**config.mk**
```make
export PLATFORM = sky130hd
export DESIGN_NAME = tesc_ctrl
export DESIGN_NICKNAME = d
export VERILOG_FILES = /design/src/tesc_ctrl.v
export VERILOG_INCLUDE_DIRS = /design/src /design/src/include
export SDC_FILE = /design/constraint.sdc
export NUM_CORES = 1
export LEC_CHECK = 0
export ABC_AREA = 1
export BUFFER_PORTS_ARGS = -buffer_cell sky130_fd_sc_hd__buf_4
export CAP_MARGIN = 20
export CORE_MARGIN = 10
export CORE_UTILIZATION = 45
export CTS_CLUSTER_DIAMETER = 40
export DETAILED_ROUTE_END_ITERATION = 8
export PLACE_DENSITY = 0.84
export SLEW_MARGIN = 20
export SYNTH_ARGS = -nofsm -noshare
export SYNTH_HDL_FRONTEND = slang
export SYNTH_SLANG_ARGS = --single-unit
export TNS_END_PERCENT = 5
```
**constraint.sdc**
```tcl
create_clock -name clk -period 1.38 [get_ports clk]
set_input_delay 0.276 -clock clk [delete_from_list [all_inputs] [get_ports clk]]
set_output_delay 0.276 -clock clk [all_outputs]
set_load 0.02 [all_outputs]
```
**src/include/tesc_regs.vh**
```
// Register offsets, field positions and reset values of the tuner enable and sleep control block.
`ifndef TESC_REGS_VH
`define TESC_REGS_VH

// ****************************************************************
// Register indices and byte addresses
// ****************************************************************
`define TESC_IDX_AUTO_TUNE      8'h14
`define TESC_IDX_OSC_SELECT     8'h18
`define TESC_IDX_TUNE_RESTART   8'h1c
`define TESC_IDX_AMP_BIAS_OFS   8'h20
`define TESC_IDX_SYS_ENABLES    8'h21
`define TESC_ADDR_W             10
`define TESC_ADDR_AUTO_TUNE     10'h050
`define TESC_ADDR_OSC_SELECT    10'h060
`define TESC_ADDR_TUNE_RESTART  10'h070
`define TESC_ADDR_AMP_BIAS_OFS  10'h080
`define TESC_ADDR_SYS_ENABLES   10'h084

// ****************************************************************
// Reset values
// ****************************************************************
`define TESC_RST_AUTO_TUNE      8'h00
`define TESC_RST_OSC_SELECT     8'h00
`define TESC_RST_AMP_BIAS_OFS   8'h00
`define TESC_RST_SYS_ENABLES    8'h00
`define TESC_RST_RESTART_READ   8'h10

// ****************************************************************
// Field positions and writable masks
// ****************************************************************
`define TESC_BIT_BIAS_DIS       3
`define TESC_OFS_LSB            1
`define TESC_BIT_RF_AMP         0
`define TESC_BIT_DC_CORR        2
`define TESC_BIT_BASEBAND       3
`define TESC_BIT_PRESCALER      4
`define TESC_BIT_CHARGE_PUMP    5
`define TESC_BIT_RESTART        4
`define TESC_MASK_SYS_ENABLES   8'h3d
`define TESC_MASK_AMP_BIAS_OFS  8'h0e
`define TESC_MASK_AUTO_TUNE     8'hc0
`define TESC_MASK_OSC_SELECT    8'hbf
`define TESC_RESP_OKAY          2'b00
`define TESC_RESP_SLVERR        2'b10

`endif

```
**src/tesc_ctrl.v**
```verilog
// Tuner enable and sleep control register bank behind an AXI4-Lite slave.
//
// Implementation choice: register access over AXI4-Lite.
`timescale 1ns/1ps
`default_nettype none
`include "tesc_regs.vh"
// Summary of operation
// - The amp bias-control-disable bit at 0 lets unused gain stages lose bias, at 1 they keep it.
// - The two-bit amp offset field selects -70, -67, -64 or -61 dB for codes 00b to 11b.
// - The enable register resets to 00, D5 enables the charge pump, D4 the prescaler, D7, D6, D1 reserved.
// - Enable bit D3 turns the baseband section on.
// - Enable bit D2 turns DC offset correction on.
// - Enable bit D0 turns the RF amplifier on.
// - Tuning restart is write-only and a written 1 restarts the auto-tuning system.

module tesc_ctrl (
    input  wire        clk,
    input  wire        rst,
    input  wire [9:0]  s_axi_awaddr,
    input  wire        s_axi_awvalid,
    output reg         s_axi_awready,
    input  wire [31:0] s_axi_wdata,
    input  wire [3:0]  s_axi_wstrb,
    input  wire        s_axi_wvalid,
    output reg         s_axi_wready,
    output reg  [1:0]  s_axi_bresp,
    output reg         s_axi_bvalid,
    input  wire        s_axi_bready,
    input  wire [9:0]  s_axi_araddr,
    input  wire        s_axi_arvalid,
    output reg         s_axi_arready,
    output reg  [31:0] s_axi_rdata,
    output reg  [1:0]  s_axi_rresp,
    output reg         s_axi_rvalid,
    input  wire        s_axi_rready,
    output reg         amp_bias_ctrl_disable,
    output reg  [1:0]  amp_offset_select,
    output reg         charge_pump_on,
    output reg         prescaler_on,
    output reg         baseband_on,
    output reg         dc_correction_on,
    output reg         rf_amp_on,
    output reg  [1:0]  auto_tune_enable_field,
    output reg  [6:0]  oscillator_select,
    output reg         tuning_restart
);

// ****************************************************************
// Register storage
// ****************************************************************
reg  [7:0]  auto_tune_r;
reg  [7:0]  osc_select_r;
reg  [7:0]  amp_bias_ofs_r;
reg  [7:0]  sys_enables_r;

// Next values of the register bank and of the read answer.
reg  [7:0]  auto_tune_nxt;
reg  [7:0]  osc_select_nxt;
reg  [7:0]  amp_bias_ofs_nxt;
reg  [7:0]  sys_enables_nxt;
reg         restart_nxt;
reg  [31:0] rdata_nxt;
reg  [1:0]  rresp_nxt;

// Write-channel state: each half of a write is held here until both are present.
reg  [9:0]  awaddr_r;
reg         aw_held_r;
reg  [7:0]  wdata_r;
reg         wlane_r;
reg         w_held_r;

// Next values of the write-channel state and of its handshake outputs.
reg         awready_nxt;
reg         wready_nxt;
reg         bvalid_nxt;
reg  [1:0]  bresp_nxt;
reg         aw_held_nxt;
reg         w_held_nxt;
reg  [9:0]  awaddr_nxt;
reg  [7:0]  wdata_nxt;
reg         wlane_nxt;

wire        wr_go;
wire        wr_store;
wire        wr_hit;
wire [7:0]  wbyte;
wire [7:0]  wr_index;
wire [7:0]  rd_index;
wire        sel_auto_tune;
wire        sel_osc_select;
wire        sel_restart;
wire        sel_amp_bias_ofs;
wire        sel_sys_enables;

// ****************************************************************
// Write channel: address and data captured in either order
// ****************************************************************
// A write completes once both halves are held and the previous response has been taken.
assign wr_go    = aw_held_r && w_held_r && !s_axi_bvalid;
// Only byte lane 0 carries register data; with its strobe low the write is answered but not stored.
assign wr_store = wr_go && wlane_r;
assign wbyte    = wdata_r;

// Registers decode on the word index, so the two low address bits are ignored.
assign wr_index = awaddr_r[9:2];
assign rd_index = s_axi_araddr[9:2];

assign sel_auto_tune    = (wr_index == `TESC_IDX_AUTO_TUNE);
assign sel_osc_select   = (wr_index == `TESC_IDX_OSC_SELECT);
assign sel_restart      = (wr_index == `TESC_IDX_TUNE_RESTART);
assign sel_amp_bias_ofs = (wr_index == `TESC_IDX_AMP_BIAS_OFS);
assign sel_sys_enables  = (wr_index == `TESC_IDX_SYS_ENABLES);
// An address outside the map is answered with an error and changes nothing.
assign wr_hit           = sel_auto_tune || sel_osc_select || sel_restart ||
                          sel_amp_bias_ofs || sel_sys_enables;

always @* begin
    // While idle, ready toggles so that a taken half is never taken twice in a row.
    awready_nxt = !aw_held_r && !s_axi_awready;
    wready_nxt  = !w_held_r && !s_axi_wready;
    aw_held_nxt = aw_held_r;
    w_held_nxt  = w_held_r;
    awaddr_nxt  = awaddr_r;
    wdata_nxt   = wdata_r;
    wlane_nxt   = wlane_r;
    bvalid_nxt  = s_axi_bvalid;
    bresp_nxt   = s_axi_bresp;
    if (s_axi_awvalid && s_axi_awready) begin
        aw_held_nxt = 1'b1;
        awaddr_nxt  = s_axi_awaddr;
        awready_nxt = 1'b0;
    end
    if (s_axi_wvalid && s_axi_wready) begin
        w_held_nxt  = 1'b1;
        wdata_nxt   = s_axi_wdata[7:0];
        wlane_nxt   = s_axi_wstrb[0];
        wready_nxt  = 1'b0;
    end
    if (wr_go) begin
        aw_held_nxt = 1'b0;
        w_held_nxt  = 1'b0;
        bvalid_nxt  = 1'b1;
        bresp_nxt   = wr_hit ? `TESC_RESP_OKAY : `TESC_RESP_SLVERR;
    end else if (s_axi_bvalid && s_axi_bready) begin
        bvalid_nxt  = 1'b0;
    end
end

// Handshake registers; a response stays up until the master takes it.
always @(posedge clk) begin
    if (rst) begin
        s_axi_awready <= 1'b0;
        s_axi_wready  <= 1'b0;
        s_axi_bvalid  <= 1'b0;
        s_axi_bresp   <= `TESC_RESP_OKAY;
        aw_held_r     <= 1'b0;
        w_held_r      <= 1'b0;
        awaddr_r      <= 10'h000;
        wdata_r       <= 8'h00;
        wlane_r       <= 1'b0;
    end else begin
        s_axi_awready <= awready_nxt;
        s_axi_wready  <= wready_nxt;
        s_axi_bvalid  <= bvalid_nxt;
        s_axi_bresp   <= bresp_nxt;
        aw_held_r     <= aw_held_nxt;
        w_held_r      <= w_held_nxt;
        awaddr_r      <= awaddr_nxt;
        wdata_r       <= wdata_nxt;
        wlane_r       <= wlane_nxt;
    end
end

// ****************************************************************
// Register updates and the restart pulse
// ****************************************************************
always @* begin
    auto_tune_nxt    = auto_tune_r;
    osc_select_nxt   = osc_select_r;
    amp_bias_ofs_nxt = amp_bias_ofs_r;
    sys_enables_nxt  = sys_enables_r;
    restart_nxt      = 1'b0;
    if (wr_store) begin
        // Reserved bit positions are masked so that they always hold zero.
        if (sel_auto_tune) begin
            auto_tune_nxt = wbyte & `TESC_MASK_AUTO_TUNE;
        end
        if (sel_osc_select) begin
            osc_select_nxt = wbyte & `TESC_MASK_OSC_SELECT;
        end
        if (sel_amp_bias_ofs) begin
            amp_bias_ofs_nxt = wbyte & `TESC_MASK_AMP_BIAS_OFS;
        end
        if (sel_sys_enables) begin
            sys_enables_nxt = wbyte & `TESC_MASK_SYS_ENABLES;
        end
        if (sel_restart) begin
            // Nothing is stored: a written 1 becomes a single-cycle restart pulse.
            restart_nxt = wbyte[`TESC_BIT_RESTART];
        end
    end
end

// The bank changes at the same edge at which the write response rises.
always @(posedge clk) begin
    if (rst) begin
        auto_tune_r    <= `TESC_RST_AUTO_TUNE;
        osc_select_r   <= `TESC_RST_OSC_SELECT;
        amp_bias_ofs_r <= `TESC_RST_AMP_BIAS_OFS;
        sys_enables_r  <= `TESC_RST_SYS_ENABLES;
        tuning_restart <= 1'b0;
    end else begin
        auto_tune_r    <= auto_tune_nxt;
        osc_select_r   <= osc_select_nxt;
        amp_bias_ofs_r <= amp_bias_ofs_nxt;
        sys_enables_r  <= sys_enables_nxt;
        tuning_restart <= restart_nxt;
    end
end

// ****************************************************************
// Control outputs, one flop each
// ****************************************************************
// Each control output copies its field one cycle after the register changes.
always @(posedge clk) begin
    if (rst) begin
        amp_bias_ctrl_disable  <= 1'b0;
        amp_offset_select      <= 2'b00;
        charge_pump_on         <= 1'b0;
        prescaler_on           <= 1'b0;
        baseband_on            <= 1'b0;
        dc_correction_on       <= 1'b0;
        rf_amp_on              <= 1'b0;
        auto_tune_enable_field <= 2'b00;
        oscillator_select      <= 7'h00;
    end else begin
        amp_bias_ctrl_disable  <= amp_bias_ofs_r[`TESC_BIT_BIAS_DIS];
        amp_offset_select      <= amp_bias_ofs_r[`TESC_OFS_LSB +: 2];
        charge_pump_on         <= sys_enables_r[`TESC_BIT_CHARGE_PUMP];
        prescaler_on           <= sys_enables_r[`TESC_BIT_PRESCALER];
        baseband_on            <= sys_enables_r[`TESC_BIT_BASEBAND];
        dc_correction_on       <= sys_enables_r[`TESC_BIT_DC_CORR];
        rf_amp_on              <= sys_enables_r[`TESC_BIT_RF_AMP];
        auto_tune_enable_field <= auto_tune_r[7:6];
        oscillator_select      <= {osc_select_r[7], osc_select_r[5:0]};
    end
end

// ****************************************************************
// Read channel
// ****************************************************************
// The read word is selected from the address on the bus and captured at the handshake.
always @* begin
    rdata_nxt = 32'h00000000;
    rresp_nxt = `TESC_RESP_OKAY;
    case (rd_index)
        `TESC_IDX_AUTO_TUNE: begin
            rdata_nxt = {24'h000000, auto_tune_r};
        end
        `TESC_IDX_OSC_SELECT: begin
            rdata_nxt = {24'h000000, osc_select_r};
        end
        `TESC_IDX_AMP_BIAS_OFS: begin
            rdata_nxt = {24'h000000, amp_bias_ofs_r};
        end
        `TESC_IDX_SYS_ENABLES: begin
            rdata_nxt = {24'h000000, sys_enables_r};
        end
        `TESC_IDX_TUNE_RESTART: begin
            // The restart bit is write-only, so this word reads as zero.
            rdata_nxt = 32'h00000000;
        end
        default: begin
            rdata_nxt = 32'h00000000;
            rresp_nxt = `TESC_RESP_SLVERR;
        end
    endcase
end

always @(posedge clk) begin
    if (rst) begin
        s_axi_arready <= 1'b0;
        s_axi_rvalid  <= 1'b0;
        s_axi_rdata   <= 32'h00000000;
        s_axi_rresp   <= `TESC_RESP_OKAY;
    end else begin
        // Ready is offered only while no read answer is pending.
        s_axi_arready <= !s_axi_rvalid && !s_axi_arready;
        if (s_axi_arvalid && s_axi_arready) begin
            s_axi_arready <= 1'b0;
            s_axi_rvalid  <= 1'b1;
            s_axi_rdata   <= rdata_nxt;
            s_axi_rresp   <= rresp_nxt;
        end else if (s_axi_rvalid && s_axi_rready) begin
            s_axi_rvalid <= 1'b0;
        end
    end
end

endmodule // tesc_ctrl
`default_nettype wire

```
==> impl_metrics.csv <==
group,metric,value,unit
status,status,"complete, no violations",
final_layout,layout_common_cells,"69 x dfxtp_1, 68 x buf_4, 59 x nor2_1, 48 x nand2_1, 46 x inv_1",
synth,synth_area,2870,µm²
synth,syn-mean-instance-area,7.56,µm²
power,power_switching,1.09,mW
cts,post-cts-setup-buffers,0,
synth,synth_cell_types,24,
routing,drc,0,
setup_path,cp_max_fo,6,
final_layout,num-fill-cells,594,
die,die-area,9960,µm²
final_layout,fin_util,0.569,
die,dieWidth,99.8,µm
routing,routedWlPerCell,13.1,µm
synth,synth_top_area_share,0.482,
grt,grt_usage,0.140,
die,initial_core_util,0.457,
placement,place_area,3330,µm²
placement,place.detailed.hpwl,5410,µm
sta,fin_crit_sh,0.922,
cts,path_clk_slew,80,ps
grt,grt_max_degree,23,
run,cap_violations,0,
synth,ys_seq_elements,69,
routing,drtAntennaViolNets,0,
sta,rsz0062_at_grt,"no",
die,core_area,6280,µm²
synth,yosysSeqAreaShare,0.482,
routing,initialDrtViolationCount,87,
sta,fmaxAchievable,786,MHz
synth,syn_inst,379,
setup_path,arrival,1510,ps
sta,fin_setup_tns,0,ps
sta,finalSetupViolations,0,
sta,hold_ws,165,ps
final_layout,final_common_cell,"dfxtp_1",
grt,grt_pass1_wl,11300,µm
routing,drt_pass1_iterations,4,
power,p_total,4.40,mW
setup_path,critPathLaunchType,"register",
setup_path,crit_required,1620,ps
placement,dpl_worst_slack,12.2,ps
final_layout,syn2layout_area_growth,24.7,%
sta,layout_setup_ws,108,ps
sta,skew,9.38,ps
power,switching_share,0.248,
final_layout,diodes,0,
power,power_density,1230,nW/µm²
placement,dp.cells,513,
sta,drv_slew,0,
cts,cts_sinks,69,
power,p_leak,1.55,nW
setup_path,cp_slowest_cell,"dfxtp_1",
final_layout,final_cell_area,3570,µm²
final_layout,nNetsFinal,510,
cts,cts_buffers,9,
power,clockPowerShare,0.430,
placement,place_congestion,0.830,
grt,grt-ovfl-total,0,
sta,hold_violations,0,
setup_path,critPathTopFamily,"simple AND/OR/NAND/NOR gates",
final_layout,drive_above_1_share,0.232,
die,row_count,29,
hold_path,hold_class,"primary input to register",
setup_path,cp-end-kind,"register",
synth,netlist.top_cell.by_area,"dfxtp_1",
cts,cts_tree,"done",
power,ir_drop,746,µV
grt,antenna_found_initial,0,
grt,grt_pass1_vias,2529,
routing,dr_total_vias,2487,
power,p_seq_frac,0.475,
setup_path,critical_path_class,"register to register",
die,die-height,99.8,µm
power,combPwrFrac,0.095,
synth,yosysWarnings,0,
sta,period_minus_slack,1270,ps
setup_path,path_cells,"inv_2 > nor2_4 > nand3_4 > clkinv_2 > nand3_2 > o21ai_0 > nor2_1",
placement,port_buffers,64,
synth,synth_area_leaders,"dfxtp_1 48%, nor2_1 7.7%, buf_4 6.8%, nand2_1 6.3%, inv_1 6.0%",
routing,routed_via_density,4.70,
cts,cts-htree-levels,3,
cts,cts.path.max_buffers,2,
cts,cts-root-buf,"clkbuf_8",
setup_path,cp_slowest_stage_delay,350,ps
setup_path,cp_num_buf_inv,2,
cts,clkLatencyLatePin,350,ps
power,p_int,3.31,mW
final_layout,fin_cells,529,
die,ioPinCount,122,
routing,totalWireLength,6940,µm
## per-layer routing
layer	part of all wire	global-route usage	up-vias
met3	0.073	0.0474	14
met2	0.49	0.243	84
met4	0.023	0.0728	0
met5	0	0	-
li1	-	-	1273
met1	0.42	0.146	1116
## state kept, by name, indices dropped and copies added, names as in the netlist, 2 cells and up
name,flops
amp_offset_select,2
oscillator_select,7
sys_enables_r,5
auto_tune_r,2
auto_tune_enable_field,2
s_axi_rdata,8
awaddr_r,8
wbyte,8
amp_bias_ofs_r,3
osc_select_r,7
## cell type report
| class | count | area [µm²] | area share |
|---|---|---|---|
| sequential | 69 | 1380 | 0.386 |
| clock buffer | 11 | 151 | 0.0424 |
| timing repair buffer | 68 | 510 | 0.143 |
| clock inverter | 5 | 82.6 | 0.0231 |
| multi-input combinational | 247 | 1150 | 0.323 |
| tap | 77 | 96.3 | 0.0270 |
| inverter | 52 | 199 | 0.0557 |
## cells by family (layout without fill, tap and decap cells)
kind of cell | after synthesis | count (layout) | synth area share
and+or+nand+nor | 156 | 156 | 0.251
buffers and inverters | 88 | 136 | 0.152
other | 1 | 26 | 0.00131
AOI/OAI and AO/OA | 65 | 65 | 0.114
DFF | 69 | 69 | 0.482
## synth_stat cells, drive strengths merged
cell / number
nor3: 8
nand3: 30
nand2: 49
nor2: 68
inv: 51
nand4: 1
o21ai: 34
buf: 30
conb: 1
clkbuf: 6
clkinv: 1
o211ai: 1
a21oi: 30
dfxtp: 69
## worst register-to-register path, cell delays in order (launching register included)
cell,delay (ps)
dfxtp_1,350
inv_2,60
nor2_4,100
nand3_4,130
clkinv_2,110
nand3_2,150
o21ai_0,220
nor2_1,50
## power groups by stage
| stage | Sequential, mW | Combinational (mW) | Clock [mW] |
|---|---|---|---|
| detailed placement | 2.14 | 0.410 | 0 |
| CTS | 2.09 | 0.412 | 1.90 |
| global placement | 2.13 | 0.397 | 0 |
| floorplan | 2.15 | 0.309 | 0 |
| global route | 2.10 | 0.465 | 1.99 |
| finish | 2.09 | 0.418 | 1.89 |
## worst paths after layout
kind / start / to / slack (ps) / cells after the start
setup reg to reg: w_held_r$_SDFFE_PP0P_ / sys_enables_r[4]$_SDFFE_PP0P_ / 110 / 7
hold reg to reg: sys_enables_r[2]$_SDFFE_PP0P_ / dc_correction_on$_SDFF_PP0_ / 450 / 2
hold / removal: s_axi_rready / s_axi_rvalid$_SDFFE_PP0P_ / 170 / 4
setup / recovery: w_held_r$_SDFFE_PP0P_ / sys_enables_r[4]$_SDFFE_PP0P_ / 110 / 7
## what timing repair did
action / in CTS / in global routing
hold buffers: 0 / 0
gates resized for setup: 0 / 4
endpoints found under the setup margin: 0 / 4
Power figures use the tool's default switching activity.
